## src/inc/cfc_defines.svh

```systemverilog
// Register offsets, field positions, reset values and limits of the block
`ifndef CFC_DEFINES_SVH
`define CFC_DEFINES_SVH

`define CFC_OFF_CTRL 12'h000
`define CFC_OFF_TEF 12'h004
`define CFC_OFF_DIAG_HI 12'h008
`define CFC_OFF_DIAG_LO 12'h00C
`define CFC_OFF_FIFO_BASE 12'h010
`define CFC_OFF_STEP 12'h004

`define CFC_CTRL_MODE_LSB 8
`define CFC_CTRL_RTXEN_BIT 0
`define CFC_MODE_CONFIG 3'h4
`define CFC_MODE_RESET 3'h4

`define CFC_FIFO_PL_LSB 13
`define CFC_FIFO_DEP_LSB 8
`define CFC_FIFO_RTX_LSB 5
`define CFC_FIFO_PRI_LSB 0
`define CFC_FIFO_RESET 16'h0060
`define CFC_RTX_RESET 2'h3
`define CFC_RTX_UNLIMITED 2'h3
`define CFC_RTX_THREE 2'h1
`define CFC_RTX_NONE 2'h0
`define CFC_RETRY_COUNT_THREE 2'h3

`define CFC_TEF_DEP_LSB 8
`define CFC_CNT_HI_LSB 8
`define CFC_CNT_MAX 8'hFF
`define CFC_CNT_RESET 8'h00

`endif

```

## src/inc/cfc_pkg.sv

```systemverilog
// Types and shared helpers of the CAN FIFO configuration block
`default_nettype none
package cfc_pkg;

  typedef enum logic {CFC_APB_IDLE, CFC_APB_RESP} cfc_apb_e;

  typedef struct packed {
    cfc_apb_e phase;
    logic pready;
    logic pslverr;
    logic [31:0] prdata;
    logic [2:0] opMode;
    logic cfgMode;
    logic retryEn;
    logic [4:0] tefDepthSel;
    logic [5:0] tefSlots;
  } cfc_top_s;

  typedef struct packed {
    logic [2:0] payloadSel;
    logic [4:0] depthSel;
    logic [1:0] retrySel;
    logic [4:0] txRank;
    logic [6:0] payloadBytes;
    logic [5:0] slots;
    logic retryUnlimited;
    logic [1:0] retryMax;
  } cfc_fifo_s;

  typedef struct packed {
    logic [7:0] count;
  } cfc_cnt_s;

  // Depth field holds slots minus one
  function automatic logic [5:0] slot_count(input logic [4:0] sel);
    return {1'b0, sel} + 6'h01;
  endfunction

endpackage
`default_nettype wire

```

## src/design/cfc_err_counter.sv

```systemverilog
// Saturating 8-bit error counter with software load
`timescale 1ns/1ps
`default_nettype none
`include "cfc_defines.svh"

module cfc_err_counter (
  input wire logic clk_sys,
  input wire logic reset,
  input wire logic errPulse,
  input wire logic load,
  input wire logic [7:0] loadValue,
  output logic [7:0] count
);
  import cfc_pkg::*;

  cfc_cnt_s state;
  cfc_cnt_s next_state;

  // Software load beats a same-cycle error so a clear is exact
  always_comb begin
    next_state = state;
    if (load) begin
      next_state.count = loadValue;
    end else if (errPulse && state.count != `CFC_CNT_MAX) begin
      next_state.count = state.count + 8'h01;
    end
  end

  always_ff @(posedge clk_sys) begin
    if (reset) begin
      state <= '{count: `CFC_CNT_RESET};
    end else begin
      state <= next_state;
    end
  end

  assign count = state.count;
endmodule
`default_nettype wire

```

## src/design/cfc_fifo_cfg.sv

```systemverilog
// One message FIFO control register with decoded outputs
`timescale 1ns/1ps
`default_nettype none
`include "cfc_defines.svh"

module cfc_fifo_cfg (
  input wire logic clk_sys,
  input wire logic reset,
  input wire logic wrEn,
  input wire logic cfgMode,
  input wire logic retryEn,
  input wire logic [15:0] wrData,
  output logic [15:0] regValue,
  output logic [6:0] payloadBytes,
  output logic [5:0] slots,
  output logic retryUnlimited,
  output logic [1:0] retryMax,
  output logic [4:0] txRank
);
  import cfc_pkg::*;

  cfc_fifo_s state;
  cfc_fifo_s next_state;

  // Code 100 has no size of its own; it falls back to 8 bytes
  function automatic logic [6:0] payload_bytes(input logic [2:0] sel);
    case (sel)
      3'h1: return 7'h0C;
      3'h2: return 7'h10;
      3'h3: return 7'h14;
      3'h5: return 7'h20;
      3'h6: return 7'h30;
      3'h7: return 7'h40;
      default: return 7'h08;
    endcase
  endfunction

  always_comb begin
    next_state = state;
    if (wrEn) begin
      next_state.retrySel = wrData[`CFC_FIFO_RTX_LSB +: 2];
      next_state.txRank = wrData[`CFC_FIFO_PRI_LSB +: 5];
      if (cfgMode) begin
        next_state.payloadSel = wrData[`CFC_FIFO_PL_LSB +: 3];
        next_state.depthSel = wrData[`CFC_FIFO_DEP_LSB +: 5];
      end
    end
    next_state.payloadBytes = payload_bytes(next_state.payloadSel);
    next_state.slots = slot_count(next_state.depthSel);
    // Limit only applies with the global enable; 10 treated as unlimited
    next_state.retryUnlimited = !retryEn ||
      next_state.retrySel[1];
    next_state.retryMax = (next_state.retrySel == `CFC_RTX_THREE) ?
      `CFC_RETRY_COUNT_THREE : 2'h0;
  end

  always_ff @(posedge clk_sys) begin
    if (reset) begin
      state <= '{payloadSel: 3'h0, depthSel: 5'h00,
                 retrySel: `CFC_RTX_RESET, txRank: 5'h00,
                 payloadBytes: 7'h08, slots: 6'h01,
                 retryUnlimited: 1'b1, retryMax: 2'h0};
    end else begin
      state <= next_state;
    end
  end

  assign regValue = {state.payloadSel, state.depthSel, 1'b0,
                     state.retrySel, state.txRank};
  assign payloadBytes = state.payloadBytes;
  assign slots = state.slots;
  assign retryUnlimited = state.retryUnlimited;
  assign retryMax = state.retryMax;
  assign txRank = state.txRank;
endmodule
`default_nettype wire

```

## src/design/cfc_top.sv

```systemverilog
// CAN FIFO configuration and bus error counter registers behind APB
//
// Overview of operation
// - FIFO depth field gives field value plus one message slots
// - Transmit event FIFO depth sits in bits 12:8, value plus one
// - Retry field acts only with global enable; 11 unlimited, 01 three
// - Five-bit transmit rank per FIFO, 11111 highest, 00000 lowest
// - Payload and depth fields writable only in configuration mode 100
// - Fast-phase transmit error count in bits 15:8 of diagnostics high
// - Fast-phase receive error count in bits 7:0 of diagnostics high
// - Nominal transmit error count in bits 15:8 of diagnostics low
// - Nominal receive error count in bits 7:0 of diagnostics low
`timescale 1ns/1ps
`default_nettype none
`include "cfc_defines.svh"

module cfc_top #(
  parameter int NUM_FIFO = 7,
  parameter int ADDR_W = 12
) (
  input wire logic clk_sys,
  input wire logic reset,
  input wire logic psel,
  input wire logic penable,
  input wire logic pwrite,
  input wire logic [ADDR_W-1:0] paddr,
  input wire logic [31:0] pwdata,
  output logic [31:0] prdata,
  output logic pready,
  output logic pslverr,
  input wire logic nominalTxErr,
  input wire logic nominalRxErr,
  input wire logic fastPhaseTxErr,
  input wire logic fastPhaseRxErr,
  output logic [2:0] operatingMode,
  output logic configMode,
  output logic retryLimitEnable,
  output logic [5:0] tefSlots,
  output logic [NUM_FIFO*7-1:0] fifoPayloadBytes,
  output logic [NUM_FIFO*6-1:0] fifoSlots,
  output logic [NUM_FIFO-1:0] fifoRetryUnlimited,
  output logic [NUM_FIFO*2-1:0] fifoRetryMax,
  output logic [NUM_FIFO*5-1:0] fifoTxRank
);
  import cfc_pkg::*;

  if (NUM_FIFO < 1 || NUM_FIFO > 31) begin : g_bad_fifo
    $error("NUM_FIFO must lie between 1 and 31");
  end
  if (ADDR_W < 8 || ADDR_W > 32) begin : g_bad_addr
    $error("ADDR_W must lie between 8 and 32");
  end

  localparam int LAST_FIFO_OFF = 16 + 4 * NUM_FIFO;

  cfc_top_s state;
  cfc_top_s next_state;

  logic [7:0] fastTxCount;
  logic [7:0] fastRxCount;
  logic [7:0] nominalTxCount;
  logic [7:0] nominalRxCount;
  logic [15:0] fifoReg [NUM_FIFO];
  logic [NUM_FIFO-1:0] fifoWr;
  logic wrDone;
  logic wrDiagHi;
  logic wrDiagLo;

  // Word offset of the access, or all ones when misaligned
  function automatic logic [ADDR_W-1:0] word_off(
    input logic [ADDR_W-1:0] addr);
    return (addr[1:0] == 2'h0) ? addr : '1;
  endfunction

  // FIFO slot hit by an offset, NUM_FIFO when none
  function automatic int fifo_index(input logic [ADDR_W-1:0] off);
    int idx;
    idx = NUM_FIFO;
    for (int i = 0; i < NUM_FIFO; i++) begin
      if (off == ADDR_W'(16 + 4 * i)) begin
        idx = i;
      end
    end
    return idx;
  endfunction

  // Writes land only on the edge that completes the access
  assign wrDone = psel && penable && state.pready && pwrite &&
                  !state.pslverr;
  assign wrDiagHi = wrDone &&
    word_off(paddr) == ADDR_W'(`CFC_OFF_DIAG_HI);
  assign wrDiagLo = wrDone &&
    word_off(paddr) == ADDR_W'(`CFC_OFF_DIAG_LO);

  always_comb begin
    logic [ADDR_W-1:0] off;
    int idx;
    logic hit;
    logic [15:0] rdWord;
    off = word_off(paddr);
    idx = fifo_index(off);
    hit = 1'b1;
    rdWord = 16'h0000;
    next_state = state;
    case (off)
      ADDR_W'(`CFC_OFF_CTRL): begin
        rdWord = {5'h00, state.opMode, 7'h00, state.retryEn};
      end
      ADDR_W'(`CFC_OFF_TEF): begin
        rdWord = {3'h0, state.tefDepthSel, 8'h00};
      end
      ADDR_W'(`CFC_OFF_DIAG_HI): begin
        rdWord = {fastTxCount, fastRxCount};
      end
      ADDR_W'(`CFC_OFF_DIAG_LO): begin
        rdWord = {nominalTxCount, nominalRxCount};
      end
      default: begin
        if (idx < NUM_FIFO) begin
          rdWord = fifoReg[idx];
        end else begin
          hit = 1'b0;
        end
      end
    endcase
    unique case (state.phase)
      CFC_APB_IDLE: begin
        next_state.pready = 1'b0;
        if (psel && penable) begin
          next_state.phase = CFC_APB_RESP;
          next_state.pready = 1'b1;
          next_state.pslverr = !hit;
          next_state.prdata = (!pwrite && hit) ? {16'h0000, rdWord} :
                                                 32'h0000_0000;
        end
      end
      CFC_APB_RESP: begin
        next_state.phase = CFC_APB_IDLE;
        next_state.pready = 1'b0;
        next_state.pslverr = 1'b0;
      end
    endcase
    if (wrDone && off == ADDR_W'(`CFC_OFF_CTRL)) begin
      next_state.opMode = pwdata[`CFC_CTRL_MODE_LSB +: 3];
      next_state.retryEn = pwdata[`CFC_CTRL_RTXEN_BIT];
    end
    // Depth is frozen outside configuration mode
    if (wrDone && off == ADDR_W'(`CFC_OFF_TEF) && state.cfgMode) begin
      next_state.tefDepthSel = pwdata[`CFC_TEF_DEP_LSB +: 5];
    end
    next_state.cfgMode = (next_state.opMode == `CFC_MODE_CONFIG);
    next_state.tefSlots = slot_count(next_state.tefDepthSel);
  end

  always_ff @(posedge clk_sys) begin
    if (reset) begin
      state <= '{phase: CFC_APB_IDLE, pready: 1'b0, pslverr: 1'b0,
                 prdata: 32'h0000_0000, opMode: `CFC_MODE_RESET,
                 cfgMode: 1'b1, retryEn: 1'b0, tefDepthSel: 5'h00,
                 tefSlots: 6'h01};
    end else begin
      state <= next_state;
    end
  end

  for (genvar g = 0; g < NUM_FIFO; g++) begin : g_fifo
    assign fifoWr[g] = wrDone &&
      word_off(paddr) == ADDR_W'(`CFC_OFF_FIFO_BASE + 4 * g);
    cfc_fifo_cfg u_fifo (
      .clk_sys(clk_sys),
      .reset(reset),
      .wrEn(fifoWr[g]),
      .cfgMode(state.cfgMode),
      // Next enable, so decoded retry limits move on the same edge
      .retryEn(next_state.retryEn),
      .wrData(pwdata[15:0]),
      .regValue(fifoReg[g]),
      .payloadBytes(fifoPayloadBytes[g*7 +: 7]),
      .slots(fifoSlots[g*6 +: 6]),
      .retryUnlimited(fifoRetryUnlimited[g]),
      .retryMax(fifoRetryMax[g*2 +: 2]),
      .txRank(fifoTxRank[g*5 +: 5])
    );
  end

  // A software write wins over an error seen in the same cycle
  cfc_err_counter u_fast_tx (
    .clk_sys(clk_sys),
    .reset(reset),
    .errPulse(fastPhaseTxErr),
    .load(wrDiagHi),
    .loadValue(pwdata[`CFC_CNT_HI_LSB +: 8]),
    .count(fastTxCount)
  );
  cfc_err_counter u_fast_rx (
    .clk_sys(clk_sys),
    .reset(reset),
    .errPulse(fastPhaseRxErr),
    .load(wrDiagHi),
    .loadValue(pwdata[7:0]),
    .count(fastRxCount)
  );
  cfc_err_counter u_nom_tx (
    .clk_sys(clk_sys),
    .reset(reset),
    .errPulse(nominalTxErr),
    .load(wrDiagLo),
    .loadValue(pwdata[`CFC_CNT_HI_LSB +: 8]),
    .count(nominalTxCount)
  );
  cfc_err_counter u_nom_rx (
    .clk_sys(clk_sys),
    .reset(reset),
    .errPulse(nominalRxErr),
    .load(wrDiagLo),
    .loadValue(pwdata[7:0]),
    .count(nominalRxCount)
  );

  assign prdata = state.prdata;
  assign pready = state.pready;
  assign pslverr = state.pslverr;
  assign operatingMode = state.opMode;
  assign configMode = state.cfgMode;
  assign retryLimitEnable = state.retryEn;
  assign tefSlots = state.tefSlots;
endmodule
`default_nettype wire

```

## config.mk

```make
export PLATFORM = sky130hd
export DESIGN_NAME = cfc_top
export DESIGN_NICKNAME = d
export VERILOG_FILES = /design/src/inc/cfc_pkg.sv /design/src/design/cfc_err_counter.sv /design/src/design/cfc_fifo_cfg.sv /design/src/design/cfc_top.sv
export VERILOG_INCLUDE_DIRS = /design/src /design/src/inc
export SDC_FILE = /design/constraint.sdc
export NUM_CORES = 1
export LEC_CHECK = 0
export ABC_AREA = 1
export BUFFER_PORTS_ARGS = -buffer_cell sky130_fd_sc_hd__clkbuf_2
export CELL_PAD_IN_SITES_DETAIL_PLACEMENT = 2
export CELL_PAD_IN_SITES_GLOBAL_PLACEMENT = 2
export CORE_MARGIN = 2
export CORE_UTILIZATION = 25
export CTS_BUF_LIST = sky130_fd_sc_hd__clkbuf_4 sky130_fd_sc_hd__clkbuf_8
export DETAILED_ROUTE_END_ITERATION = 16
export PLACE_DENSITY_LB_ADDON = 0.1
export SLEW_MARGIN = 20
export SYNTH_ARGS = -nofsm -noshare
export SYNTH_HDL_FRONTEND = slang
export SYNTH_HIERARCHICAL = 1
export SYNTH_SLANG_ARGS = --single-unit
```

## constraint.sdc

```tcl
create_clock -name clk_sys -period 2.3 [get_ports clk_sys]
set_input_delay 0.46 -clock clk_sys [delete_from_list [all_inputs] [get_ports clk_sys]]
set_output_delay 0.46 -clock clk_sys [all_outputs]
set_load 0.01 [all_outputs]
```

==> reports/results.ini <==
[run_status]
status = completed

[clocking]
clk_latency_ns = 0.64
clk_pin_slew_worst_paths_ns = 0.06
cts_buffers = 53
cts_tree = yes
htree_levels = 2
clock_path_buffers = 3
cts-root-buf = clkbuf_8
cts.sinks = 262

[grt]
grt_pass1_wl_um = 90700
grt_use_total_pct = 20.2
gr-total-overflow = 0
first_global_vias = 15086
grt_max_degree = 36
antenna_found_initial = 4

[worst_setup_path]
crit_path_end = g_fifo[3].u_fifo/retryUnlimited
startpoint = pslverr
reg2reg_setup_slack_ns = 0.13
worstPathMaxFanout = 7
r2r_end = g_fifo[3].u_fifo/retryUnlimited
cpMaxStageDelayCell = nor4_4
critical_path.cell_chain = nor4_4 > clkinv_2 > buf_12 > buf_4 > nor2_2 > inv_2 > nand2_1 > inv_1 > a21oi_1 > buf_4 > nand3_1
crit_cells = 11
arrival_ns = 2.61
slowest_delay_ns = 0.36
cpMostUsedCell = buf_4
path_class = reg -> reg
worst_setup_path_start_kind = flip-flop
reg2reg_depth = 11
cp_top_family = buffers and inverters
path_buf_inv = 6
end_kind = flip-flop
r2r-start = pslverr
required_ns = 2.74

[synth]
yosysTopAreaCell = dfxtp_1
synthTopCellsByArea = dfxtp_1 (37%), nand2_1 (12%), nand3_1 (8.8%)
avgSynthCellArea_um2 = 7.11
ys_seq_elements = 262
synth.yosys.warnings = 6
synthTopCellsByCount = nand2_1 (444), dfxtp_1 (262), nand3_1 (250)
async_flop_share_pct = 0
synth_top_area_share_pct = 37.1
syn_inst = 1990
seq_area_frac_synth_pct = 37.1
yosysMostFrequentCell = nand2_1
synthFlopType = dfxtp_1
ys_types = 44
synth-edff-count = 0
synth_area_mm2 = 0.0141

[route]
firstDrtPassIters = 5
drc = 0
initialDrtViolationCount = 514
num_vias = 13695
detail_route.vias_per_cell = 4.44
antenna_left = 0
top_layer = met5
wl_met2_um = 29000
post_drt_wl_per_cell_um = 19.3
wl_met1_um = 27800
dr_wl_met3_um = 1910
wl_um = 59600

[finish]
nFillCells = 6739
syn_to_final_growth_pct = 25.4
nets = 2347
final_util_pct = 31.6
multiInputGateArea_mm2 = 0.00675
final-seq-area_mm2 = 0.00525
antenna_cells = 0
drive_gt1_share_pct = 29.5

[worst_hold_path]
min_path_type = in -> reg

[sta]
min_period_over_period_pct = 94.3
period_needed_ns = 2.17
fin_tns_setup_ns = 0
maxSlewViolCount = 0
clock.fmax_mhz = 461
worstMarginPinSlew_ns = 0.664
skew_ns = 0.0161
hold_viol = 0
maxSlewHeadroom_pct = 55.8
setup_viol = 0

[die]
die_width_um = 242
coreArea_mm2 = 0.0562
fp.dieH_um = 242
initial_core_util_pct = 25.2
die_area_mm2 = 0.0585
pin_count = 245
rows = 87

[place]
dp.final_hpwl_um = 46400
place.gp.congestion = 0.819
io_buffers = 198

[pwr]
power.density_mw_per_mm2 = 613
p_clk_share_pct = 53.9
p_total_mw = 10.9
power.leakage_nw = 8.35
seqPwrFrac_pct = 42.1
p_switching_mw = 2.66
p_comb_share_pct = 4.0
swShare_pct = 24.5
ir_worst_vdd_uv = 362
internal_power_mw = 8.22

[run]
drv_cap = 0

## cells in the final DEF, fill, tap and decap left out, types with 4 or more instances in the layout
cell       Yosys  final
nor2_2        18     20
nor2_4         6      7
clkbuf_2       0    197
nand2_1      444    444
a21oi_4        7      7
buf_12         0     13
conb_1         8     37
o211ai_1      15     15
clkbuf_8       0     69
buf_4        109    179
xor2_1         4      4
mux2i_1       14     14
o21a_1         5      5
a221oi_1       8      8
bufinv_16      0      6
a21oi_2       14     14
ha_1          12     12
nand2_2       80     80
inv_2         19     19
a21oi_1       51     51
nand3b_1      12     12
nand3_1      250    250
o21ai_0       57     57
or2_2          4      4
o21ai_1       17     15
dfxtp_1      262    261
nor2_1       210    207
clkbuf_4       0     11
a22o_1         5      5
nand2_4       21     21
inv_1        222    222
nor3_1        18     15
clkinv_2       0     11
nand3_2        9      9
## per-stage QoR
stage | setup WS, ns | cell area [µm²] | hold slack, ns | cells
after floorplan | 0.000919 | 14300 | 0.446 | 2019
after global placement | -0.386 | 16400 | 0.461 | 2981
after detailed placement | -0.465 | 16400 | 0.468 | 2981
after CTS | 0.0190 | 17700 | 0.143 | 3080
after global routing | -0.00224 | 17700 | 0.186 | 3082
final | 0.131 | 17700 | 0.209 | 3082
## flip-flops by register name (all words and copies together) (netlist names)
| register | cells |
|---|---|
| u_fast_rx/count | 8 |
| g_fifo.u_fifo/txRank | 35 |
| state | 6 |
| g_fifo.u_fifo/regValue | 70 |
| u_fast_tx/count | 8 |
| configMode | 1 |
| operatingMode | 3 |
| pslverr | 1 |
| g_fifo.u_fifo/payloadBytes | 35 |
| g_fifo.u_fifo/slots | 42 |
| g_fifo.u_fifo/retryUnlimited | 7 |
| u_nom_rx/count | 8 |
| retryLimitEnable | 1 |
| u_nom_tx/count | 8 |
| tefSlots | 6 |
| prdata | 16 |
| g_fifo.u_fifo/retryMax | 7 |
## cell type report
class                           count  area share, %
Sequential cell                   262           29.6
Inverter                          243           5.15
Tap cell                          756           5.33
Clock inverter                     19           1.44
Clock buffer                       80           5.82
Timing Repair Buffer              390           14.7
Multi-Input combinational cell   1332           38.0
## worst min-delay path by stage
stage,slack (ns),end,startpoint,depth (start not counted)
6_report,0.21,u_fast_rx/count[7],pwdata[7],5
5_1_grt,0.19,u_fast_rx/count[7],pwdata[7],5
4_1_cts,0.14,u_fast_rx/count[7],pwdata[7],5
3_5_place_dp,0.47,prdata[7],prdata[7],2
3_3_place_gp,0.46,prdata[7],prdata[7],2
2_1_floorplan,0.45,prdata[0],prdata[0],2
## layer usage
metal	GRT usage, %	up-vias
li1	-	6733
met1	25.9	6688
met2	35.6	203
met3	3.18	69
met4	4.21	2
met5	0	-
## power groups by stage
stage                     logic, mW  registers, mW  clock network (mW)
after global routing          0.471           4.58                6.27
after detailed placement      0.435           4.68                   0
final                         0.434           4.58                5.86
after global placement        0.428           4.68                   0
after CTS                     0.438           4.58                6.08
after floorplan               0.237           4.67                   0
## worst reg2reg max path, delay by kind of cell, from the launching register on
family          cells  cell delay, ns
flops               1            0.34
compound gates      1            0.12
buf+inv             6            0.77
simple gates        4            0.75
## cells by family after synthesis
kind of cell,count (synthesis),synth area share (%)
AND/OR/NAND/NOR,1079,35.4
multiplexers,14,0.990
buffers and inverters,425,16.4
AO/OA/AOI/OAI,186,8.52
other,8,0.212
adder cells (fa/ha/maj),12,1.06
flip-flops,262,37.1
XOR/XNOR,4,0.248
## what timing repair did
action,4_1_cts,5_1_grt
pin swaps,1,1
buffers inserted,0,2
endpoints found under the hold margin,0,0
resized for setup,1,8
hold buffers,0,0
setup endpoints to repair,4,22
Power figures use the tool's default switching activity.
